==> config.mk <==
export PLATFORM = sky130hd
export DESIGN_NAME = umsch_top
export DESIGN_NICKNAME = d
export VERILOG_FILES = /design/src/umsch_pkg.sv /design/src/umsch_top.sv
export VERILOG_INCLUDE_DIRS = /design/src /design/src/src
export SDC_FILE = /design/constraint.sdc
export NUM_CORES = 1
export LEC_CHECK = 0
export BUFFER_PORTS_ARGS = -buffer_cell sky130_fd_sc_hd__buf_2
export CAP_MARGIN = 20
export CORE_UTILIZATION = 66
export CTS_BUF_LIST = sky130_fd_sc_hd__clkbuf_2
export CTS_CLUSTER_DIAMETER = 50
export DETAILED_ROUTE_END_ITERATION = 6
export GPL_TIMING_DRIVEN = 0
export HOLD_SLACK_MARGIN = 0.15
export PLACE_DENSITY = 0.95
export SYNTH_ARGS = -nofsm -noshare
export SYNTH_HDL_FRONTEND = slang
export SYNTH_SLANG_ARGS = --single-unit
export TNS_END_PERCENT = 5
==> constraint.sdc <==
create_clock -name CLK -period 4.86 [get_ports CLK]
set_input_delay 0.243 -clock CLK [delete_from_list [all_inputs] [get_ports CLK]]
set_output_delay 0.243 -clock CLK [all_outputs]
set_load 0.02 [all_outputs]
==> src/umsch_map.svh <==
// Purpose: Offsets, field positions, reset values and timing counts of the scheduler
// Assumes: Times are held in microseconds, counts in oscillator ticks
// Notes: Included by the scheduler top module and the testbench
`ifndef UMSCH_MAP_SVH
`define UMSCH_MAP_SVH

// Register byte addresses
`define UMS_ADR_SETUP 4'h0
`define UMS_ADR_STATUS 4'h4

// Setup word fields and reset value
`define UMS_SETUP_RST 16'h0001
`define UMS_B_EN 0
`define UMS_F_RATE 2:1
`define UMS_F_CRES 4:3
`define UMS_F_TRES 6:5
`define UMS_F_MULT 8:7
`define UMS_B_CDENS 9
`define UMS_B_TDENS 10
`define UMS_B_ALARM 11

// Status word fields
`define UMS_F_ST_PHASE 2:0
`define UMS_F_ST_TCNT 5:3
`define UMS_F_ST_CAPS 31:16

// Clock rates
`define UMS_CLK_KHZ 50000
`define UMS_OSC_KHZ 1850

// Times in microseconds
`define UMS_T_WAKE_US 100
`define UMS_T_CDSP_US 300
`define UMS_T_TDSP_US 250
`define UMS_T_CONV8_US 300
`define UMS_T_CONV10_US 1150
`define UMS_T_CONV12_US 4500
`define UMS_T_CONV14_US 18000
`define UMS_T_PD1_US 5000
`define UMS_T_PD2_US 25000
`define UMS_T_PD3_US 125000

// Microseconds to oscillator ticks, rounded up
`define UMS_TICKS(us) ((((us) * `UMS_OSC_KHZ) + 999) / 1000)

// Timing counts in oscillator ticks
`define UMS_N_WAKE `UMS_TICKS(`UMS_T_WAKE_US)
`define UMS_N_CDSP `UMS_TICKS(`UMS_T_CDSP_US)
`define UMS_N_TDSP `UMS_TICKS(`UMS_T_TDSP_US)
`define UMS_N_CONV8 `UMS_TICKS(`UMS_T_CONV8_US)
`define UMS_N_CONV10 `UMS_TICKS(`UMS_T_CONV10_US)
`define UMS_N_CONV12 `UMS_TICKS(`UMS_T_CONV12_US)
`define UMS_N_CONV14 `UMS_TICKS(`UMS_T_CONV14_US)
`define UMS_N_PD1 `UMS_TICKS(`UMS_T_PD1_US)
`define UMS_N_PD2 `UMS_TICKS(`UMS_T_PD2_US)
`define UMS_N_PD3 `UMS_TICKS(`UMS_T_PD3_US)

// Last count of the capacitance cycle counter; six cycles per temperature conversion
`define UMS_TEMP_PERIOD 3'd5

`endif

==> src/umsch_pkg.sv <==
// Purpose: Types shared by the update mode scheduler
// Assumes: Constants come from umsch_map.svh
// Notes: State of the top module is one packed struct
package umsch_pkg;

  // Scheduler phases
  typedef enum logic [2:0] {
    PH_IDLE, PH_WAKE, PH_TCONV, PH_TDSP, PH_CCONV, PH_CDSP, PH_REFRESH, PH_PDOWN
  } umsch_phase_t;

  // Refresh strobes toward the output stage
  typedef struct packed {
    logic out_reg;
    logic cap_dens;
    logic temp_dens;
    logic alarm;
  } umsch_refresh_t;

  // Activity levels toward the front end
  typedef struct packed {
    logic awake;
    logic temp_busy;
    logic cap_busy;
    logic pwr_down;
  } umsch_activity_t;

  // Wishbone request from the master
  typedef struct packed {
    logic cyc;
    logic stb;
    logic we;
    logic [3:0] adr;
    logic [3:0] sel;
    logic [31:0] dat;
  } umsch_wb_req_t;

  // Whole module state
  typedef struct packed {
    umsch_phase_t st;
    logic [15:0] acc;
    logic [17:0] cnt;
    logic [2:0] rep;
    logic [2:0] tcnt;
    logic [15:0] setup;
    logic [15:0] caps;
    logic ack;
    logic [31:0] rdat;
    umsch_refresh_t refr;
  } umsch_state_t;

endpackage : umsch_pkg

==> src/umsch_top.sv <==
// Purpose: Free running measurement scheduler with Wishbone setup and status
// Assumes: CLK at 50 MHz, NRST synchronous active low, CE freezes all state
// Notes: Oscillator time base is a phase accumulator ticking at 1.85 MHz
// Operation
// - Rate code picks 0/5/25/125 ms power-down
// - Refresh outputs, then enter power-down
// - Timer expiry wakes next cycle unprompted
// - Fastest rate skips power-down entirely
// - Works with every output mode
// - Temperature once per six capacitance cycles
// - Capacitance conversion directly follows temperature
// - Cap spacing: conversion, overheads, power-down
// - Temp spacing: six cap spacings plus temp
// - Multiplier scales capacitance conversion only
// - Resolution code sets conversion length
// - Wake, optional temperature, then capacitance
// - Setup bit enables update mode scheduling
// - All timing from 1.85 MHz oscillator
//
// Design decisions made here: the register addresses and register access over Wishbone.
`timescale 1ns/1ps
`include "umsch_map.svh"

module umsch_top import umsch_pkg::*; #(
  parameter int WAKE_TICKS = `UMS_N_WAKE,
  parameter int CDSP_TICKS = `UMS_N_CDSP,
  parameter int TDSP_TICKS = `UMS_N_TDSP,
  parameter int CONV8_TICKS = `UMS_N_CONV8,
  parameter int CONV10_TICKS = `UMS_N_CONV10,
  parameter int CONV12_TICKS = `UMS_N_CONV12,
  parameter int CONV14_TICKS = `UMS_N_CONV14,
  parameter int PD1_TICKS = `UMS_N_PD1,
  parameter int PD2_TICKS = `UMS_N_PD2,
  parameter int PD3_TICKS = `UMS_N_PD3
) (
  input wire logic CLK,
  input wire logic NRST,
  input wire logic CE,
  input wire umsch_wb_req_t WB_REQ,
  output logic [31:0] WB_DAT_O,
  output logic WB_ACK_O,
  output umsch_refresh_t REFRESH,
  output umsch_activity_t ACTIVITY
);

  // Reset image of the state
  localparam umsch_state_t S_RST = '{
    st: PH_IDLE, acc: 16'h0000, cnt: 18'h00000, rep: 3'h0, tcnt: 3'h0,
    setup: `UMS_SETUP_RST, caps: 16'h0000, ack: 1'b0, rdat: 32'h00000000,
    refr: 4'h0};

  umsch_state_t s_ff; // Registered state
  umsch_state_t nxt_s; // Next state
  logic [16:0] osc_sum; // Accumulator plus increment
  logic osc_tick; // One oscillator period elapsed
  logic timer_done; // Phase counter expired on a tick
  logic en; // Update mode selected
  logic wb_req; // New Wishbone access
  logic [1:0] rate; // Power-down rate code
  logic [1:0] mult; // Capacitance multiplier code

  // Conversion length minus one for a resolution code
  function automatic logic [17:0] conv_load(input logic [1:0] res);
    case (res)
      2'h0: conv_load = 18'(CONV8_TICKS - 1);
      2'h1: conv_load = 18'(CONV10_TICKS - 1);
      2'h2: conv_load = 18'(CONV12_TICKS - 1);
      default: conv_load = 18'(CONV14_TICKS - 1);
    endcase
  endfunction : conv_load

  // Power-down length minus one for a nonzero rate code
  function automatic logic [17:0] pd_load(input logic [1:0] r);
    case (r)
      2'h1: pd_load = 18'(PD1_TICKS - 1);
      2'h2: pd_load = 18'(PD2_TICKS - 1);
      default: pd_load = 18'(PD3_TICKS - 1);
    endcase
  endfunction : pd_load

  // Extra conversion repeats for the multiplier code
  function automatic logic [2:0] mult_reps(input logic [1:0] m);
    case (m)
      2'h0: mult_reps = 3'h0;
      2'h1: mult_reps = 3'h1;
      2'h2: mult_reps = 3'h3;
      default: mult_reps = 3'h7;
    endcase
  endfunction : mult_reps

  // Oscillator time base and field decode
  assign osc_sum = {1'b0, s_ff.acc} + 17'(`UMS_OSC_KHZ);
  assign osc_tick = (osc_sum >= 17'(`UMS_CLK_KHZ));
  assign timer_done = osc_tick && (s_ff.cnt == 18'h00000);
  assign en = s_ff.setup[`UMS_B_EN];
  assign rate = s_ff.setup[`UMS_F_RATE];
  assign mult = s_ff.setup[`UMS_F_MULT];
  assign wb_req = WB_REQ.cyc && WB_REQ.stb && !s_ff.ack;

  // Next state: time base, phase sequencer, register file
  always_comb begin
    nxt_s = s_ff;
    nxt_s.refr = 4'h0;
    nxt_s.ack = wb_req;
    // Accumulator wraps once per oscillator period
    if (osc_tick) begin
      nxt_s.acc = 16'(osc_sum - 17'(`UMS_CLK_KHZ));
    end else begin
      nxt_s.acc = osc_sum[15:0];
    end
    // Phase counter runs down on oscillator ticks
    if (osc_tick && s_ff.cnt != 18'h00000) begin
      nxt_s.cnt = s_ff.cnt - 18'h00001;
    end
    case (s_ff.st)
      PH_IDLE: begin
        // Wait for update mode
        if (en) begin
          nxt_s.st = PH_WAKE;
          nxt_s.cnt = 18'(WAKE_TICKS - 1);
          nxt_s.tcnt = 3'h0;
        end
      end
      PH_WAKE: begin
        // Short wake-up, then temperature when due
        if (timer_done) begin
          if (s_ff.tcnt == 3'h0) begin
            nxt_s.st = PH_TCONV;
            nxt_s.cnt = conv_load(s_ff.setup[`UMS_F_TRES]);
          end else begin
            nxt_s.st = PH_CCONV;
            nxt_s.cnt = conv_load(s_ff.setup[`UMS_F_CRES]);
            nxt_s.rep = mult_reps(mult);
          end
        end
      end
      PH_TCONV: begin
        // Temperature conversion, no multiplier
        if (timer_done) begin
          nxt_s.st = PH_TDSP;
          nxt_s.cnt = 18'(TDSP_TICKS - 1);
        end
      end
      PH_TDSP: begin
        // Temperature correction, then capacitance at once
        if (timer_done) begin
          nxt_s.st = PH_CCONV;
          nxt_s.cnt = conv_load(s_ff.setup[`UMS_F_CRES]);
          nxt_s.rep = mult_reps(mult);
        end
      end
      PH_CCONV: begin
        // Base conversion repeated multiplier times
        if (timer_done) begin
          if (s_ff.rep != 3'h0) begin
            nxt_s.rep = s_ff.rep - 3'h1;
            nxt_s.cnt = conv_load(s_ff.setup[`UMS_F_CRES]);
          end else begin
            nxt_s.st = PH_CDSP;
            nxt_s.cnt = 18'(CDSP_TICKS - 1);
          end
        end
      end
      PH_CDSP: begin
        // Capacitance correction, count the cycle
        if (timer_done) begin
          nxt_s.st = PH_REFRESH;
          nxt_s.caps = s_ff.caps + 16'h0001;
          if (s_ff.tcnt == `UMS_TEMP_PERIOD) begin
            nxt_s.tcnt = 3'h0;
          end else begin
            nxt_s.tcnt = s_ff.tcnt + 3'h1;
          end
        end
      end
      PH_REFRESH: begin
        // Refresh every configured output, then sleep unless the rate code is zero
        nxt_s.refr.out_reg = 1'b1;
        nxt_s.refr.cap_dens = s_ff.setup[`UMS_B_CDENS];
        nxt_s.refr.temp_dens = s_ff.setup[`UMS_B_TDENS];
        nxt_s.refr.alarm = s_ff.setup[`UMS_B_ALARM];
        if (!en) begin
          nxt_s.st = PH_IDLE;
        end else if (rate == 2'h0) begin
          nxt_s.st = PH_WAKE;
          nxt_s.cnt = 18'(WAKE_TICKS - 1);
        end else begin
          nxt_s.st = PH_PDOWN;
          nxt_s.cnt = pd_load(rate);
        end
      end
      PH_PDOWN: begin
        // Power-down until timer expiry
        if (!en) begin
          nxt_s.st = PH_IDLE;
        end else if (timer_done) begin
          nxt_s.st = PH_WAKE;
          nxt_s.cnt = 18'(WAKE_TICKS - 1);
        end
      end
      default: begin
        nxt_s.st = PH_IDLE;
      end
    endcase
    // Setup write with byte lanes; other addresses ignore writes
    if (wb_req && WB_REQ.we && WB_REQ.adr == `UMS_ADR_SETUP) begin
      if (WB_REQ.sel[0]) begin
        nxt_s.setup[7:0] = WB_REQ.dat[7:0];
      end
      if (WB_REQ.sel[1]) begin
        nxt_s.setup[15:8] = WB_REQ.dat[15:8];
      end
    end
    // Read data; unmapped reads return zero
    if (wb_req) begin
      nxt_s.rdat = 32'h00000000;
      if (WB_REQ.adr == `UMS_ADR_SETUP) begin
        nxt_s.rdat[15:0] = s_ff.setup;
      end else if (WB_REQ.adr == `UMS_ADR_STATUS) begin
        nxt_s.rdat[`UMS_F_ST_PHASE] = s_ff.st;
        nxt_s.rdat[`UMS_F_ST_TCNT] = s_ff.tcnt;
        nxt_s.rdat[`UMS_F_ST_CAPS] = s_ff.caps;
      end
    end
  end

  // State register, frozen while CE is low
  always_ff @(posedge CLK) begin
    if (!NRST) begin
      s_ff <= S_RST;
    end else if (CE) begin
      s_ff <= nxt_s;
    end
  end

  // Outputs
  assign WB_DAT_O = s_ff.rdat;
  assign WB_ACK_O = s_ff.ack;
  assign REFRESH = s_ff.refr;
  assign ACTIVITY.awake = (s_ff.st != PH_IDLE) && (s_ff.st != PH_PDOWN);
  assign ACTIVITY.temp_busy = (s_ff.st == PH_TCONV) || (s_ff.st == PH_TDSP);
  assign ACTIVITY.cap_busy = (s_ff.st == PH_CCONV) || (s_ff.st == PH_CDSP);
  assign ACTIVITY.pwr_down = (s_ff.st == PH_PDOWN);
endmodule : umsch_top

==> impl_metrics.env <==
export IMPL_gr_total_overflow=0
export IMPL_swShare_pct=36.6
export IMPL_dp_hpwl_um=17100
export IMPL_ant_nets=0
export IMPL_crit_path_start_kind="flip-flop"
export IMPL_hold_end="s_ff[62]"
export IMPL_synth_seq_cells=111
export IMPL_vdd_drop_max_uv=273
export IMPL_worstPathMaxFanout=10
export IMPL_power_density_mw_per_mm2=227
export IMPL_critPathKind="flip-flop to flip-flop"
export IMPL_ys_types=76
export IMPL_final_common_cell="nor2_1"
export IMPL_worst_slew_pin_slew_ps=982
export IMPL_netlist_area_mm2=0.00732
export IMPL_pwr_share_seq_pct=52.2
export IMPL_rows=38
export IMPL_synthTopCellsByArea="dfxtp_1, nor2_1, mux2i_1"
export IMPL_slew_violations=0
export IMPL_comb_power_share_pct=23.7
export IMPL_start_util_pct=67.5
export IMPL_dieHeight_um=107
export IMPL_die_x_um=107
export IMPL_status="finished clean"
export IMPL_netSwitchingPower_uw=673
export IMPL_synth_top_cell_area_share_pct=30.4
export IMPL_post_place_ws_ps=1010
export IMPL_hold_class="input pin to flip-flop"
export IMPL_drv_cap=0
export IMPL_yosys_area_top_type="dfxtp_1"
export IMPL_synth_warning_count=0
export IMPL_min_period_ps=4110
export IMPL_path_clk_slew_ps=360
export IMPL_finalSetupViolations=0
export IMPL_clk_latency_ps=680
export IMPL_grt_use_total_pct=44.5
export IMPL_cts_sinks=111
export IMPL_max_freq_mhz=243
export IMPL_arrival_ps=4690
export IMPL_tritoncts="built"
export IMPL_diodes=0
export IMPL_cts_htree_levels=3
export IMPL_rsz0062_at_grt="no"
export IMPL_grt_pass1_wl_um=39100
export IMPL_core_area_mm2=0.0108
export IMPL_antenna_found_initial=0
export IMPL_tns_ps=0
export IMPL_cts_buffer_depth=2
export IMPL_cts_root_buf="clkbuf_2"
export IMPL_reg2reg_from="s_ff[94]"
export IMPL_synth_fp_nets=1025
export IMPL_post_route_period_util_pct=84.6
export IMPL_ios=87
export IMPL_syn2layout_area_growth_pct=11.0
export IMPL_worstPathRequired_ps=5430
export IMPL_reg2reg_depth=11
export IMPL_syn_avg_cell_area_um2=7.66
export IMPL_finalHoldViolCount=0
export IMPL_whs_path_depth=4
export IMPL_power_frac_clock_pct=24.1
export IMPL_totalWireLength_um=25300
export IMPL_place_congestion=1.08
export IMPL_intPower_uw=1170
export IMPL_r2r_setup_slack_ps=750
export IMPL_min_from="WB_REQ[9]"
export IMPL_synthCells=955
export IMPL_async_flop_share_pct=0
export IMPL_grt_start_max_net_pins=21
export IMPL_fin_ws_ps=748
export IMPL_drt_iter0_drc=1059
export IMPL_routed_via_count=8119
export IMPL_leakage_uw=0.00334
export IMPL_layout_common_cells="nor2_1, dfxtp_1, buf_2"
export IMPL_worstSetupEndpointType="flip-flop"
export IMPL_whs_ps=295
export IMPL_relSlewSlack_pct=34.0
export IMPL_r2r_end="s_ff[87]"
export IMPL_synthFlopType="dfxtp_1"
export IMPL_dieArea_mm2=0.0115
export IMPL_synth_edf_count=0
export IMPL_wl_per_cell_um=21.1
export IMPL_cts_buffers=9
export IMPL_finClkSkew_ps=38.1
export IMPL_via_per_inst=6.78
export IMPL_grt_pass1_vias=7564
export IMPL_nets=1122
export IMPL_drive_gt1_share_pct=14.1
export IMPL_portBuffers=67
export IMPL_first_pass_iters=7
export IMPL_ys_seq_area_share_pct=30.4
export IMPL_drcViolationCount=0
## per-layer routing
metal	part of all wire (%)	vias up	track usage, %
met3	12	152	14.1
met2	44	623	69.9
met4	6.2	0	26.6
li1	-	3618	-
met5	0	-	0.952
met1	38	3726	53.0
## area by class of cell
cell class / count / area [um^2]
tap: 140 / 175
fill: 788 / 2720
sequential: 111 / 2220
inverter: 22 / 82.6
clock inverter: 7 / 65.1
buffer: 103 / 556
timing repair buffer: 86 / 520
clock buffer: 9 / 45.0
multi-input combinational: 719 / 4460
## power groups by stage
stage,Combinational (uW),Sequential [uW],Clock [uW]
detailed placement,404,973,0
global placement,398,973,0
CTS,418,959,432
finish,436,960,444
floorplan,294,967,0
global route,466,964,471
## through the flow
stage               instance area (um^2)  util (%)  power (uW)  instances
global route                        8120      74.9        1900       1197
floorplan                           7320         -        1260        955
global placement                    7830      72.2        1370       1162
CTS                                 8120      74.9        1810       1196
finish                              8120      74.9        1840       1197
detailed placement                  7830      72.2        1380       1162
## state kept, by name, summed over array words and instances, names as in the netlist
signal    cells
en            1
REFRESH       4
WB_ACK_O      1
s_ff         69
rate          2
mult          2
WB_DAT_O     32
## synth_stat cells (all sizes together) (9+ instances only)
| library cell | instances |
|---|---|
| nand4 | 11 |
| nand3 | 26 |
| nand2b | 15 |
| a211oi | 22 |
| and3 | 9 |
| a21oi | 61 |
| a22oi | 30 |
| clkbuf | 52 |
| nor2 | 134 |
| xnor2 | 16 |
| dfxtp | 111 |
| buf | 51 |
| nand2 | 73 |
| a31oi | 9 |
| ha | 24 |
| o21ai | 63 |
| inv | 22 |
| and2 | 11 |
| nor4 | 11 |
| nor3 | 29 |
| mux2i | 34 |
| or3 | 17 |
## critical path: stages, from the launching register on
cell and delay [ps]:
dfxtp_1 590, ha_1 370, o41a_1 180, clkbuf_1 360, nand4_1 180, mux2i_1 370, o21ai_1 280, a21oi_2 420
buf_2 350, a21oi_1 90, nor3_1 610, a221oi_1 200
## worst max-delay path by stage
| stage | startpoint | end | slack [ps] | depth (start not counted) |
|---|---|---|---|---|
| global route | s_ff[94] | s_ff[87] | 620 | 12 |
| floorplan | s_ff[94] | s_ff[40] | 1730 | 12 |
| finish | s_ff[94] | s_ff[87] | 750 | 11 |
| detailed placement | s_ff[94] | s_ff[87] | 1010 | 12 |
| global placement | s_ff[94] | s_ff[87] | 1050 | 12 |
| CTS | s_ff[94] | s_ff[87] | 970 | 12 |
## what timing repair did
action / in CTS / in global routing
buffers inserted: 0 / 0
hold buffers: 18 / 0
gates resized for setup: 0 / 0
hold endpoints to repair: 25 / 0
## kinds of logic after synthesis
logic type                 count (synthesis)  synth area share, %
and+or+nand+nor                          360                 23.2
adders and majority gates                 24                 4.10
buffers and inverters                    125                 8.72
AOI/OAI and AO/OA                        276                 25.9
DFF                                      111                 30.4
xor gates and xnor gates                  24                 2.87
muxes                                     35                 4.81
(Power assumes the default switching activity.)
